--- config.mk ---
export PLATFORM = sky130hd
export DESIGN_NAME = ahbx_bridge
export DESIGN_NICKNAME = d
export VERILOG_FILES = /design/src/core/ahbx_pkg.sv /design/src/core/ahbx_cfg_if.sv /design/src/core/ahbx_cfg.sv /design/src/core/ahbx_burst_dec.sv /design/src/core/ahbx_bridge.sv
export SDC_FILE = /design/constraint.sdc
export NUM_CORES = 1
export LEC_CHECK = 0
export BUFFER_PORTS_ARGS = -buffer_cell sky130_fd_sc_hd__clkbuf_2
export CORE_AREA = 2 2 143 145
export CTS_BUF_LIST = sky130_fd_sc_hd__clkbuf_4 sky130_fd_sc_hd__clkbuf_8 sky130_fd_sc_hd__clkbuf_16
export CTS_CLUSTER_DIAMETER = 50
export DETAILED_ROUTE_END_ITERATION = 10
export DIE_AREA = 0 0 145 147
export GPL_ROUTABILITY_DRIVEN = 0
export RECOVER_POWER = 25
export SLEW_MARGIN = 20
export SYNTH_ARGS = -nofsm -noshare
export SYNTH_HDL_FRONTEND = slang
export SYNTH_SLANG_ARGS = --single-unit
--- constraint.sdc ---
create_clock -name I_CLK_SYS -period 3.2 [get_ports I_CLK_SYS]
set_input_delay 0.64 -clock I_CLK_SYS [delete_from_list [all_inputs] [get_ports I_CLK_SYS]]
set_output_delay 0.64 -clock I_CLK_SYS [all_outputs]
set_load 0.1 [all_outputs]
--- src/core/ahbx_pkg.sv ---
// Purpose: shared constants and types for the ahb-lite to axi bridge
// Assumes: one clock, synchronous active-high reset
// Notes: digest of the block's behaviour follows
// What this block does
// RULE_01: fixed-length reads stay fixed-length axi bursts
// RULE_02: fixed writes answer only on last beat
// RULE_03: undefined-length reads become axi singles
// RULE_04: undefined-length writes: singles, each beat waits for its own b response
// RULE_05: read/write overrides exist only with promotion/broken
// RULE_06: read override forces every read to singles
// RULE_07: write override forces every write to singles
// RULE_08: overrides written through the config register port
// RULE_09: abandoned read burst stalls master until drained
// RULE_10: write bursts are never cut short
// RULE_11: master locks only as read-then-write swap pairs
// RULE_12: next unlocking transaction releases a stalled path
// RULE_13: lock override suppresses axi locks when present
// RULE_14: secure mode marks all traffic secure
// RULE_15: non-secure mode marks all traffic non-secure
// RULE_16: address user goes to aw or ar by direction
// RULE_17: write user to wuser, ruser back to hruser
// RULE_18: address 32-64 bits, data 32-256 bits
// RULE_19: lock support is an optional build choice
// RULE_20: all override bits reset cleared
// RULE_21: per-access mode takes security from the I_HNONSEC input
package ahbx_pkg;
	localparam int ADDR_W = 32;
	localparam int DATA_W = 32;
	localparam int USER_W = 8;
	localparam logic [1:0] TR_BUSY = 2'h1;
	localparam logic [1:0] TR_NSEQ = 2'h2;
	localparam logic [2:0] HB_INCR = 3'h1;
	localparam logic [2:0] HB_INCR8 = 3'h5;
	localparam logic [1:0] AX_INCR = 2'h1;
	localparam logic [1:0] AX_WRAP = 2'h2;
	localparam logic [7:0] LEN1 = 8'h00;
	localparam logic [7:0] LEN4 = 8'h03;
	localparam logic [7:0] LEN8 = 8'h07;
	localparam logic [7:0] LEN16 = 8'h0f;
	localparam int CFG_W = 3;
	localparam int CFG_RD_OVR = 0;
	localparam int CFG_WR_OVR = 1;
	localparam int CFG_LOCK_OVR = 2;
	localparam logic [2:0] CFG_RST = 3'h0;
	localparam logic [1:0] SEC_SECURE = 2'h0;
	localparam logic [1:0] SEC_NONSEC = 2'h1;
	localparam logic [1:0] SEC_PER_ACC = 2'h2;
	typedef enum logic [3:0] {ST_IDLE, ST_AR, ST_R, ST_AW, ST_W, ST_B, ST_ERR1, ST_ERR2, ST_DRAIN} ahbx_state_type;
endpackage

--- src/core/ahbx_cfg_if.sv ---
// Purpose: override bits from the config block to the bridge core
// Assumes: same clock on both sides
// Notes: bits are already gated by what the build includes
`timescale 1ns/1ns
`default_nettype none
interface ahbx_cfg_if;
	logic rd_ovr;
	logic wr_ovr;
	logic lock_ovr;
	modport cfg (output rd_ovr, output wr_ovr, output lock_ovr);
	modport core (input rd_ovr, input wr_ovr, input lock_ovr);
endinterface
`default_nettype wire

--- src/core/ahbx_cfg.sv ---
// Purpose: config register port holding the override bits
// Assumes: writer sits on the bridge clock
// Notes: bits not built read as zero and cannot be set
`timescale 1ns/1ns
`default_nettype none
module ahbx_cfg #(
	parameter bit P_OVR_EN = 1'b0,
	parameter bit P_LOCK_OVR_EN = 1'b1
) (
	// clock and reset
	input wire logic i_clk,
	input wire logic i_rst,
	// register port
	input wire logic i_we,
	input wire logic [ahbx_pkg::CFG_W-1:0] i_wdata,
	output logic [ahbx_pkg::CFG_W-1:0] o_rdata,
	// to the core
	ahbx_cfg_if.cfg cfg
);
	logic [ahbx_pkg::CFG_W-1:0] cfg_q;
	logic [ahbx_pkg::CFG_W-1:0] cfg_d;
	logic [ahbx_pkg::CFG_W-1:0] impl;

	always_comb
	begin
		impl = '0;
		impl[ahbx_pkg::CFG_RD_OVR] = P_OVR_EN; // [RULE_05]
		impl[ahbx_pkg::CFG_WR_OVR] = P_OVR_EN; // [RULE_05]
		impl[ahbx_pkg::CFG_LOCK_OVR] = P_LOCK_OVR_EN; // [RULE_13]
		cfg_d = cfg_q;
		if (i_we)
			cfg_d = i_wdata & impl; // [RULE_08]
	end

	always_ff @(posedge i_clk)
	begin
		if (i_rst)
			cfg_q <= ahbx_pkg::CFG_RST; // [RULE_20]
		else
			cfg_q <= cfg_d;
	end

	assign o_rdata = cfg_q;
	assign cfg.rd_ovr = cfg_q[ahbx_pkg::CFG_RD_OVR];
	assign cfg.wr_ovr = cfg_q[ahbx_pkg::CFG_WR_OVR];
	assign cfg.lock_ovr = cfg_q[ahbx_pkg::CFG_LOCK_OVR];
endmodule
`default_nettype wire

--- src/core/ahbx_burst_dec.sv ---
// Purpose: ahb burst kind to axi length and burst type
// Assumes: single and undefined-length incr map to one beat
// Notes: purely combinational
`timescale 1ns/1ns
`default_nettype none
module ahbx_burst_dec (
	// request
	input wire logic [2:0] i_hburst,
	input wire logic i_single,
	// result
	output logic [7:0] o_len,
	output logic [1:0] o_burst
);
	always_comb
	begin
		o_len = ahbx_pkg::LEN1; // [RULE_03] [RULE_04]
		o_burst = ahbx_pkg::AX_INCR;
		if (!i_single) // [RULE_06] [RULE_07]
		begin
			case (i_hburst[2:1])
				2'h1: o_len = ahbx_pkg::LEN4; // [RULE_01]
				2'h2: o_len = ahbx_pkg::LEN8;
				2'h3: o_len = ahbx_pkg::LEN16;
				default: o_len = ahbx_pkg::LEN1;
			endcase
			if (!i_hburst[0] && i_hburst[2:1] != 2'h0)
				o_burst = ahbx_pkg::AX_WRAP;
		end
	end
endmodule
`default_nettype wire

--- src/core/ahbx_bridge.sv ---
// Purpose: ahb-lite slave port turned into axi transactions
// Assumes: one transaction outstanding, no buffering, one clock
// Notes: behaves as the default conversion; overrides add singles
`timescale 1ns/1ns
`default_nettype none
module ahbx_bridge #(
	parameter int P_ADDR_W = ahbx_pkg::ADDR_W,
	parameter int P_DATA_W = ahbx_pkg::DATA_W,
	parameter bit P_INCR_PROMO = 1'b0,
	parameter bit P_BROKEN = 1'b0,
	parameter bit P_LOCK_EN = 1'b1,
	parameter bit P_CFG_PORT = 1'b1,
	parameter logic [1:0] P_SEC_MODE = ahbx_pkg::SEC_SECURE
) (
	// clock and reset
	input wire logic I_CLK_SYS,
	input wire logic I_RST,
	// ahb-lite slave
	input wire logic I_HSEL,
	input wire logic [P_ADDR_W-1:0] I_HADDR,
	input wire logic [1:0] I_HTRANS,
	input wire logic I_HWRITE,
	input wire logic [2:0] I_HSIZE,
	input wire logic [2:0] I_HBURST,
	input wire logic [3:0] I_HPROT,
	input wire logic I_HMASTLOCK,
	input wire logic I_HNONSEC,
	input wire logic [ahbx_pkg::USER_W-1:0] I_HAUSER,
	input wire logic [P_DATA_W-1:0] I_HWDATA,
	input wire logic [ahbx_pkg::USER_W-1:0] I_HWUSER,
	input wire logic I_HREADY,
	output logic O_HREADYOUT,
	output logic O_HRESP,
	output logic [P_DATA_W-1:0] O_HRDATA,
	output logic [ahbx_pkg::USER_W-1:0] O_HRUSER,
	// axi write address
	output logic O_AWVALID,
	input wire logic I_AWREADY,
	output logic [P_ADDR_W-1:0] O_AWADDR,
	output logic [7:0] O_AWLEN,
	output logic [2:0] O_AWSIZE,
	output logic [1:0] O_AWBURST,
	output logic O_AWLOCK,
	output logic [2:0] O_AWPROT,
	output logic [ahbx_pkg::USER_W-1:0] O_AWUSER,
	// axi write data
	output logic O_WVALID,
	input wire logic I_WREADY,
	output logic [P_DATA_W-1:0] O_WDATA,
	output logic [P_DATA_W/8-1:0] O_WSTRB,
	output logic O_WLAST,
	output logic [ahbx_pkg::USER_W-1:0] O_WUSER,
	// axi write response
	input wire logic I_BVALID,
	output logic O_BREADY,
	input wire logic [1:0] I_BRESP,
	// axi read address
	output logic O_ARVALID,
	input wire logic I_ARREADY,
	output logic [P_ADDR_W-1:0] O_ARADDR,
	output logic [7:0] O_ARLEN,
	output logic [2:0] O_ARSIZE,
	output logic [1:0] O_ARBURST,
	output logic O_ARLOCK,
	output logic [2:0] O_ARPROT,
	output logic [ahbx_pkg::USER_W-1:0] O_ARUSER,
	// axi read data
	input wire logic I_RVALID,
	output logic O_RREADY,
	input wire logic [P_DATA_W-1:0] I_RDATA,
	input wire logic [1:0] I_RRESP,
	input wire logic [ahbx_pkg::USER_W-1:0] I_RUSER,
	// config register port
	input wire logic I_CFG_WE,
	input wire logic [ahbx_pkg::CFG_W-1:0] I_CFG_WDATA,
	output logic [ahbx_pkg::CFG_W-1:0] O_CFG_RDATA,
	// status
	output logic O_LOCK_HELD
);
	localparam int SB = P_DATA_W / 8;

	ahbx_pkg::ahbx_state_type st_q;
	ahbx_pkg::ahbx_state_type st_d;
	logic [P_ADDR_W-1:0] addr_q;
	logic [P_ADDR_W-1:0] addr_d;
	logic [2:0] size_q;
	logic [2:0] size_d;
	logic wr_q;
	logic wr_d;
	logic lock_q;
	logic lock_d;
	logic [2:0] prot_q;
	logic [2:0] prot_d;
	logic [ahbx_pkg::USER_W-1:0] auser_q;
	logic [ahbx_pkg::USER_W-1:0] auser_d;
	logic [7:0] len_q;
	logic [7:0] len_d;
	logic [1:0] burst_q;
	logic [1:0] burst_d;
	logic [7:0] beats_q;
	logic [7:0] beats_d;
	logic [7:0] drain_q;
	logic [7:0] drain_d;
	logic need_a_q;
	logic need_a_d;
	logic pend_q;
	logic pend_d;
	logic [P_DATA_W-1:0] rdata_q;
	logic [P_DATA_W-1:0] rdata_d;
	logic [ahbx_pkg::USER_W-1:0] ruser_q;
	logic [ahbx_pkg::USER_W-1:0] ruser_d;
	logic [P_DATA_W-1:0] wdata_q;
	logic [P_DATA_W-1:0] wdata_d;
	logic [ahbx_pkg::USER_W-1:0] wuser_q;
	logic [ahbx_pkg::USER_W-1:0] wuser_d;
	logic [SB-1:0] strb_q;
	logic [SB-1:0] strb_d;
	logic held_q;
	logic held_d;
	logic take;
	logic open_ph;
	logic fresh;
	logic nonsec;
	logic axlock;
	logic [7:0] dec_len;
	logic [1:0] dec_burst;

	ahbx_cfg_if cfg_if ();

	ahbx_cfg #(
		.P_OVR_EN(P_INCR_PROMO || P_BROKEN),
		.P_LOCK_OVR_EN(P_LOCK_EN && P_CFG_PORT)
	) u_cfg (
		.i_clk(I_CLK_SYS),
		.i_rst(I_RST),
		.i_we(I_CFG_WE),
		.i_wdata(I_CFG_WDATA),
		.o_rdata(O_CFG_RDATA),
		.cfg(cfg_if)
	);

	ahbx_burst_dec u_dec (
		.i_hburst(I_HBURST),
		.i_single(I_HWRITE ? cfg_if.wr_ovr : cfg_if.rd_ovr), // [RULE_06] [RULE_07]
		.o_len(dec_len),
		.o_burst(dec_burst)
	);

	// byte i is written when it falls inside the sized, aligned lane
	function automatic logic [SB-1:0] strb_of(input logic [2:0] sz, input logic [4:0] a);
		logic [SB-1:0] m;
		int lo;
		m = '0;
		lo = int'(a) % SB;
		for (int i = 0; i < SB; i++)
			m[i] = ((i >> sz) == (lo >> sz));
		return m;
	endfunction

	assign open_ph = (st_q == ahbx_pkg::ST_IDLE) || (st_q == ahbx_pkg::ST_ERR2);
	assign take = I_HSEL && I_HREADY && I_HTRANS[1];
	assign fresh = (I_HTRANS == ahbx_pkg::TR_NSEQ) || (beats_q == 8'h00);
	assign nonsec = (P_SEC_MODE == ahbx_pkg::SEC_PER_ACC) ? I_HNONSEC : // [RULE_21]
		(P_SEC_MODE == ahbx_pkg::SEC_NONSEC); // [RULE_14] [RULE_15]
	assign axlock = P_LOCK_EN && lock_q && !cfg_if.lock_ovr; // [RULE_13] [RULE_19]

	always_comb
	begin
		st_d = st_q;
		addr_d = addr_q;
		size_d = size_q;
		wr_d = wr_q;
		lock_d = lock_q;
		prot_d = prot_q;
		auser_d = auser_q;
		len_d = len_q;
		burst_d = burst_q;
		beats_d = beats_q;
		drain_d = drain_q;
		need_a_d = need_a_q;
		pend_d = pend_q;
		rdata_d = rdata_q;
		ruser_d = ruser_q;
		wdata_d = wdata_q;
		wuser_d = wuser_q;
		strb_d = strb_q;
		held_d = held_q;
		case (st_q)
			ahbx_pkg::ST_IDLE: st_d = ahbx_pkg::ST_IDLE;
			ahbx_pkg::ST_AR:
				if (I_ARREADY)
					st_d = ahbx_pkg::ST_R;
			ahbx_pkg::ST_R:
				if (I_RVALID)
				begin
					rdata_d = I_RDATA;
					ruser_d = I_RUSER; // [RULE_17]
					st_d = I_RRESP[1] ? ahbx_pkg::ST_ERR1 : ahbx_pkg::ST_IDLE;
				end
			ahbx_pkg::ST_AW:
			begin
				// hwdata is stable for the whole stretched data phase
				wdata_d = I_HWDATA;
				wuser_d = I_HWUSER; // [RULE_17]
				if (!need_a_q || I_AWREADY)
				begin
					need_a_d = 1'b0;
					st_d = ahbx_pkg::ST_W;
				end
			end
			ahbx_pkg::ST_W:
				// early beats complete okay, last waits for the one b answer
				if (I_WREADY)
					st_d = O_WLAST ? ahbx_pkg::ST_B : ahbx_pkg::ST_IDLE; // [RULE_02] [RULE_10]
			ahbx_pkg::ST_B:
				if (I_BVALID)
					st_d = I_BRESP[1] ? ahbx_pkg::ST_ERR1 : ahbx_pkg::ST_IDLE; // [RULE_02] [RULE_04]
			ahbx_pkg::ST_ERR1: st_d = ahbx_pkg::ST_ERR2;
			ahbx_pkg::ST_ERR2:
			begin
				st_d = ahbx_pkg::ST_IDLE;
				// read burst dropped after error: swallow the rest of it
				if (!take && I_HTRANS != ahbx_pkg::TR_BUSY && beats_q != 8'h00 && !wr_q)
				begin
					drain_d = beats_q; // [RULE_09]
					beats_d = 8'h00;
					pend_d = 1'b0;
					st_d = ahbx_pkg::ST_DRAIN;
				end
			end
			ahbx_pkg::ST_DRAIN:
				if (I_RVALID)
				begin
					drain_d = drain_q - 8'h01;
					if (drain_q == 8'h01) // [RULE_09]
					begin
						if (!pend_q)
							st_d = ahbx_pkg::ST_IDLE;
						else
							st_d = wr_q ? ahbx_pkg::ST_AW : ahbx_pkg::ST_AR;
					end
				end
			default: st_d = ahbx_pkg::ST_IDLE;
		endcase
		if (open_ph && take)
		begin
			addr_d = I_HADDR;
			size_d = I_HSIZE;
			wr_d = I_HWRITE;
			lock_d = I_HMASTLOCK;
			prot_d = {~I_HPROT[0], nonsec, I_HPROT[1]};
			auser_d = I_HAUSER; // [RULE_16]
			strb_d = strb_of(I_HSIZE, I_HADDR[4:0]);
			if (fresh)
			begin
				len_d = dec_len; // [RULE_01] [RULE_03]
				burst_d = dec_burst;
				beats_d = dec_len;
				need_a_d = 1'b1;
			end
			else
			begin
				beats_d = beats_q - 8'h01;
				need_a_d = 1'b0;
			end
			if (fresh && beats_q != 8'h00 && !wr_q)
			begin
				// new transfer waits behind the unread beats
				drain_d = beats_q; // [RULE_09]
				pend_d = 1'b1;
				st_d = ahbx_pkg::ST_DRAIN;
			end
			else if (I_HWRITE)
				st_d = ahbx_pkg::ST_AW;
			else
				st_d = fresh ? ahbx_pkg::ST_AR : ahbx_pkg::ST_R;
		end
		// a lock stall ends with the next unlocking transaction
		if ((O_ARVALID && I_ARREADY) || (O_AWVALID && I_AWREADY))
			held_d = axlock; // [RULE_11] [RULE_12]
	end

	always_ff @(posedge I_CLK_SYS)
	begin
		if (I_RST)
		begin
			st_q <= ahbx_pkg::ST_IDLE;
			addr_q <= '0;
			size_q <= 3'h0;
			wr_q <= 1'b0;
			lock_q <= 1'b0;
			prot_q <= 3'h0;
			auser_q <= '0;
			len_q <= 8'h00;
			burst_q <= ahbx_pkg::AX_INCR;
			beats_q <= 8'h00;
			drain_q <= 8'h00;
			need_a_q <= 1'b0;
			pend_q <= 1'b0;
			rdata_q <= '0;
			ruser_q <= '0;
			wdata_q <= '0;
			wuser_q <= '0;
			strb_q <= '0;
			held_q <= 1'b0;
		end
		else
		begin
			st_q <= st_d;
			addr_q <= addr_d;
			size_q <= size_d;
			wr_q <= wr_d;
			lock_q <= lock_d;
			prot_q <= prot_d;
			auser_q <= auser_d;
			len_q <= len_d;
			burst_q <= burst_d;
			beats_q <= beats_d;
			drain_q <= drain_d;
			need_a_q <= need_a_d;
			pend_q <= pend_d;
			rdata_q <= rdata_d;
			ruser_q <= ruser_d;
			wdata_q <= wdata_d;
			wuser_q <= wuser_d;
			strb_q <= strb_d;
			held_q <= held_d;
		end
	end

	// idle data phases are answered at once; drain holds the bus low
	assign O_HREADYOUT = open_ph; // [RULE_09]
	assign O_HRESP = (st_q == ahbx_pkg::ST_ERR1) || (st_q == ahbx_pkg::ST_ERR2);
	assign O_HRDATA = rdata_q;
	assign O_HRUSER = ruser_q;
	assign O_AWVALID = (st_q == ahbx_pkg::ST_AW) && need_a_q;
	assign O_AWADDR = addr_q;
	assign O_AWLEN = len_q;
	assign O_AWSIZE = size_q;
	assign O_AWBURST = burst_q;
	assign O_AWLOCK = axlock;
	assign O_AWPROT = prot_q;
	assign O_AWUSER = wr_q ? auser_q : '0; // [RULE_16]
	assign O_WVALID = (st_q == ahbx_pkg::ST_W);
	assign O_WDATA = wdata_q;
	assign O_WSTRB = strb_q;
	assign O_WLAST = (beats_q == 8'h00);
	assign O_WUSER = wuser_q;
	assign O_BREADY = (st_q == ahbx_pkg::ST_B);
	assign O_ARVALID = (st_q == ahbx_pkg::ST_AR);
	assign O_ARADDR = addr_q;
	assign O_ARLEN = len_q;
	assign O_ARSIZE = size_q;
	assign O_ARBURST = burst_q;
	assign O_ARLOCK = axlock;
	assign O_ARPROT = prot_q;
	assign O_ARUSER = wr_q ? '0 : auser_q; // [RULE_16]
	assign O_RREADY = (st_q == ahbx_pkg::ST_R) || (st_q == ahbx_pkg::ST_DRAIN);
	assign O_LOCK_HELD = held_q;
endmodule
`default_nettype wire

==> key figures <==
Status
  – Status: finished, violations left
  – Failing checks: capacitance limit, slew limit

Placement
  – Port Buffers: 342
  – Place WS: 776 ps
  – HPWL Detailed: 14.3 mm

CTS
  – CTS tree: built
  – Clock buffer depth: 2
  – CTS H-Tree Depth: 4
  – Setup bufs post-CTS: 0
  – CTS clk-pin slew, worst paths: 60 ps
  – Clock latency on the worst-skew pair: 420 ps
  – Root buf cell: clkbuf_16
  – CTS Sinks: 160
  – Total CTS buffers: 17
  – Post-CTS Hold Buffers: 0
  – Post-cts resize count: 0

GRT
  – Grt total ovfl: 0
  – Global-route wire length before repair: 31.3 mm
  – Overall routing resource usage: 0.180
  – Initial antenna violation count: 1
  – Largest net degree at the start of global routing: 66
  – Vias in the first global route: 5,971

Critical path
  – CP Launch Type: input port
  – Worst-case reg-to-reg path depth: 6
  – WP buf/inv: 2
  – CP Cell Sequence: clkbuf_1, clkbuf_4, nor2_1, nand3_1, o22ai_1
  – CP endpoint kind: flip-flop
  – R2r endpoint: st_q[1]
  – Critical Setup Path Class: in2reg
  – Critical path destination: st_q[2]
  – Internal reg-to-reg setup slack: 770 ps
  – Crit path DAT: 3060 ps
  – Stages on worst setup path: 5
  – Slowest-stage cell, CP: clkbuf_1
  – CP max stage delay: 1210 ps
  – CP Data Required Time: 3470 ps
  – Critical path fanouts, max: 65
  – Worst Setup SP: I_RST
  – CP top delay family: buffers and inverters
  – Worst r2r src: st_q[3]

Floorplanning
  – Rows: 52
  – Core area: 19,800 um^2
  – IO Count: 362
  – Die H: 147 um
  – Die W: 145 um
  – Initial core utilization: 0.346
  – Die ar.: 21,300 um^2

Synthesis
  – Flops & latches, synth: 160
  – Top FF cell, synth: dfxtp_1
  – Register area share after synthesis: 0.466
  – Synth top area cells: dfxtp_1 (47%), nand2_1 (15%), a21oi_1 (10%)
  – Largest area contributor in the netlist: dfxtp_1
  – Async SR Flop Fraction: 0
  – Commonest cells in the netlist: nand2_1 (274), dfxtp_1 (160), a21oi_1 (142)
  – Synth top area share: 0.466
  – Post-synth EDFFs: 0
  – Yosys synthesis warning count: 0
  – Number of library cell types mapped by synthesis: 59
  – Average cell area after synthesis: 7.84 um^2
  – Most common cell in the netlist: nand2_1
  – Netlist area before placement: 6870 um^2
  – Post-Synthesis Cells: 876

STA
  – PnR worst setup slack: 412 ps
  – Fmax: 359 MHz
  – Slew headroom: -0.149
  – Worst Tran Pin Value: 1720 ps
  – Total negative setup slack: 0 ps
  – Clock Skew: 8.76 ps
  – Final Slew Violations: 37
  – Final-report setup violation count: 0
  – RSZ-0062 raised after global routing: false
  – Tcrit/Tclk final: 0.871
  – Crit path time final: 2790 ps
  – Hold Violations, Final: 0

Route
  – Post-DRT Antenna Nets: 0
  – Vias per std cell: 4.63
  – # DRC: 0
  – Post-DR wirelength/cell: 14.0 um
  – Initial detailed-routing violation count: 229
  – Routed wire length: 19.9 mm
  – Via count: 6,590
  – First-pass iteration count of the detailed router: 5

Power
  – PwrDens: 770 nW/um^2
  – Worst vdd ir: 355 uV
  – LEAKAGE: 3.65 nW

Min path
  – Worst Hold Class: in2reg

Run
  – Maxcap violations: 1

Final layout
  – Synthesis-to-layout area growth: 30.0%
  – Layout cells sized above 1: 0.276
  – Post-layout util: 0.450
  – Nets: 1,295
## worst min-delay path by stage
stage | startpoint | end | slack [ps] | cells past startpoint
2_1_floorplan | lock_q | lock_q | 430 | 2
3_3_place_gp | lock_q | lock_q | 440 | 2
3_5_place_dp | O_WDATA[19] | O_WDATA[19] | 450 | 2
4_1_cts | I_HPROT[0] | O_ARPROT[2] | 380 | 2
5_1_grt | I_HPROT[0] | O_ARPROT[2] | 410 | 2
6_report | I_HPROT[0] | O_ARPROT[2] | 400 | 2
## logic make-up after synthesis
kind of cell | synth area share
fa+ha+maj | 0.00547
compound gates | 0.171
simple gates | 0.233
flops | 0.466
other cells | 0.000546
buf+inv | 0.105
xor+xnor | 0.0102
mux | 0.00911
## final cells by class
cell class                 instances  area, um^2
antenna                            1        2.50
clock buffer                      19         440
clock inverter                    13         198
fill                            2082       10900
inverter                           8        30.0
multi-input combinational        600        3020
sequential                       160        3200
tap                              270         338
timing repair buffer             353        1700
## cell usage in the layout, fill, tap and decap left out, types with 4 or more instances in the layout
master,Yosys,routed
a21oi_1,142,142
a22oi_1,9,9
a311oi_1,5,5
a31oi_1,4,4
and2_1,10,10
buf_4,60,9
bufinv_16,0,4
clkbuf_1,46,88
clkbuf_16,0,17
clkbuf_2,0,254
conb_1,1,12
dfxtp_1,160,160
inv_1,8,8
inv_6,0,4
mux2i_1,4,4
nand2_1,274,274
nand2b_1,5,5
nand3_1,8,8
nor2_1,27,27
nor2b_1,15,14
nor3_1,9,6
o21ai_0,8,8
o2bb2ai_1,6,6
xnor2_1,5,5
## through the flow
stage | area (um^2) | instances | power (mW) | hold slack [ps]
after floorplan | 6920 | 887 | 4.37 | 432
after global placement | 8410 | 1391 | 4.74 | 439
after detailed placement | 8410 | 1391 | 4.74 | 446
after CTS | 9050 | 1423 | 6.97 | 378
after global routing | 8920 | 1424 | 7.15 | 406
final | 8920 | 1424 | 6.87 | 397
## per-layer routing
layer	share of wire	vias to the layer above	track usage
li1	-	3371	-
met1	0.42	3003	0.217
met2	0.50	191	0.307
met3	0.061	25	0.0559
met4	0.020	0	0.0604
met5	0	-	0
## power breakdown
part | internal [mW] | switching, mW
combinational | 0.417 | 1.97
clock | 1.34 | 0.862
sequential | 2.14 | 0.143
total | 3.90 | 2.97
## flip-flops by register name, indices dropped and copies added (netlist names), 3 cells and up
name / flops
O_ARADDR: 32
O_HRDATA: 32
O_WDATA: 32
O_HRUSER: 8
O_WUSER: 8
auser_q: 8
beats_q: 8
drain_q: 8
O_WSTRB: 4
st_q: 4
O_ARLEN: 3
O_ARSIZE: 3
Note: power is estimated with default switching activity, not from simulation.
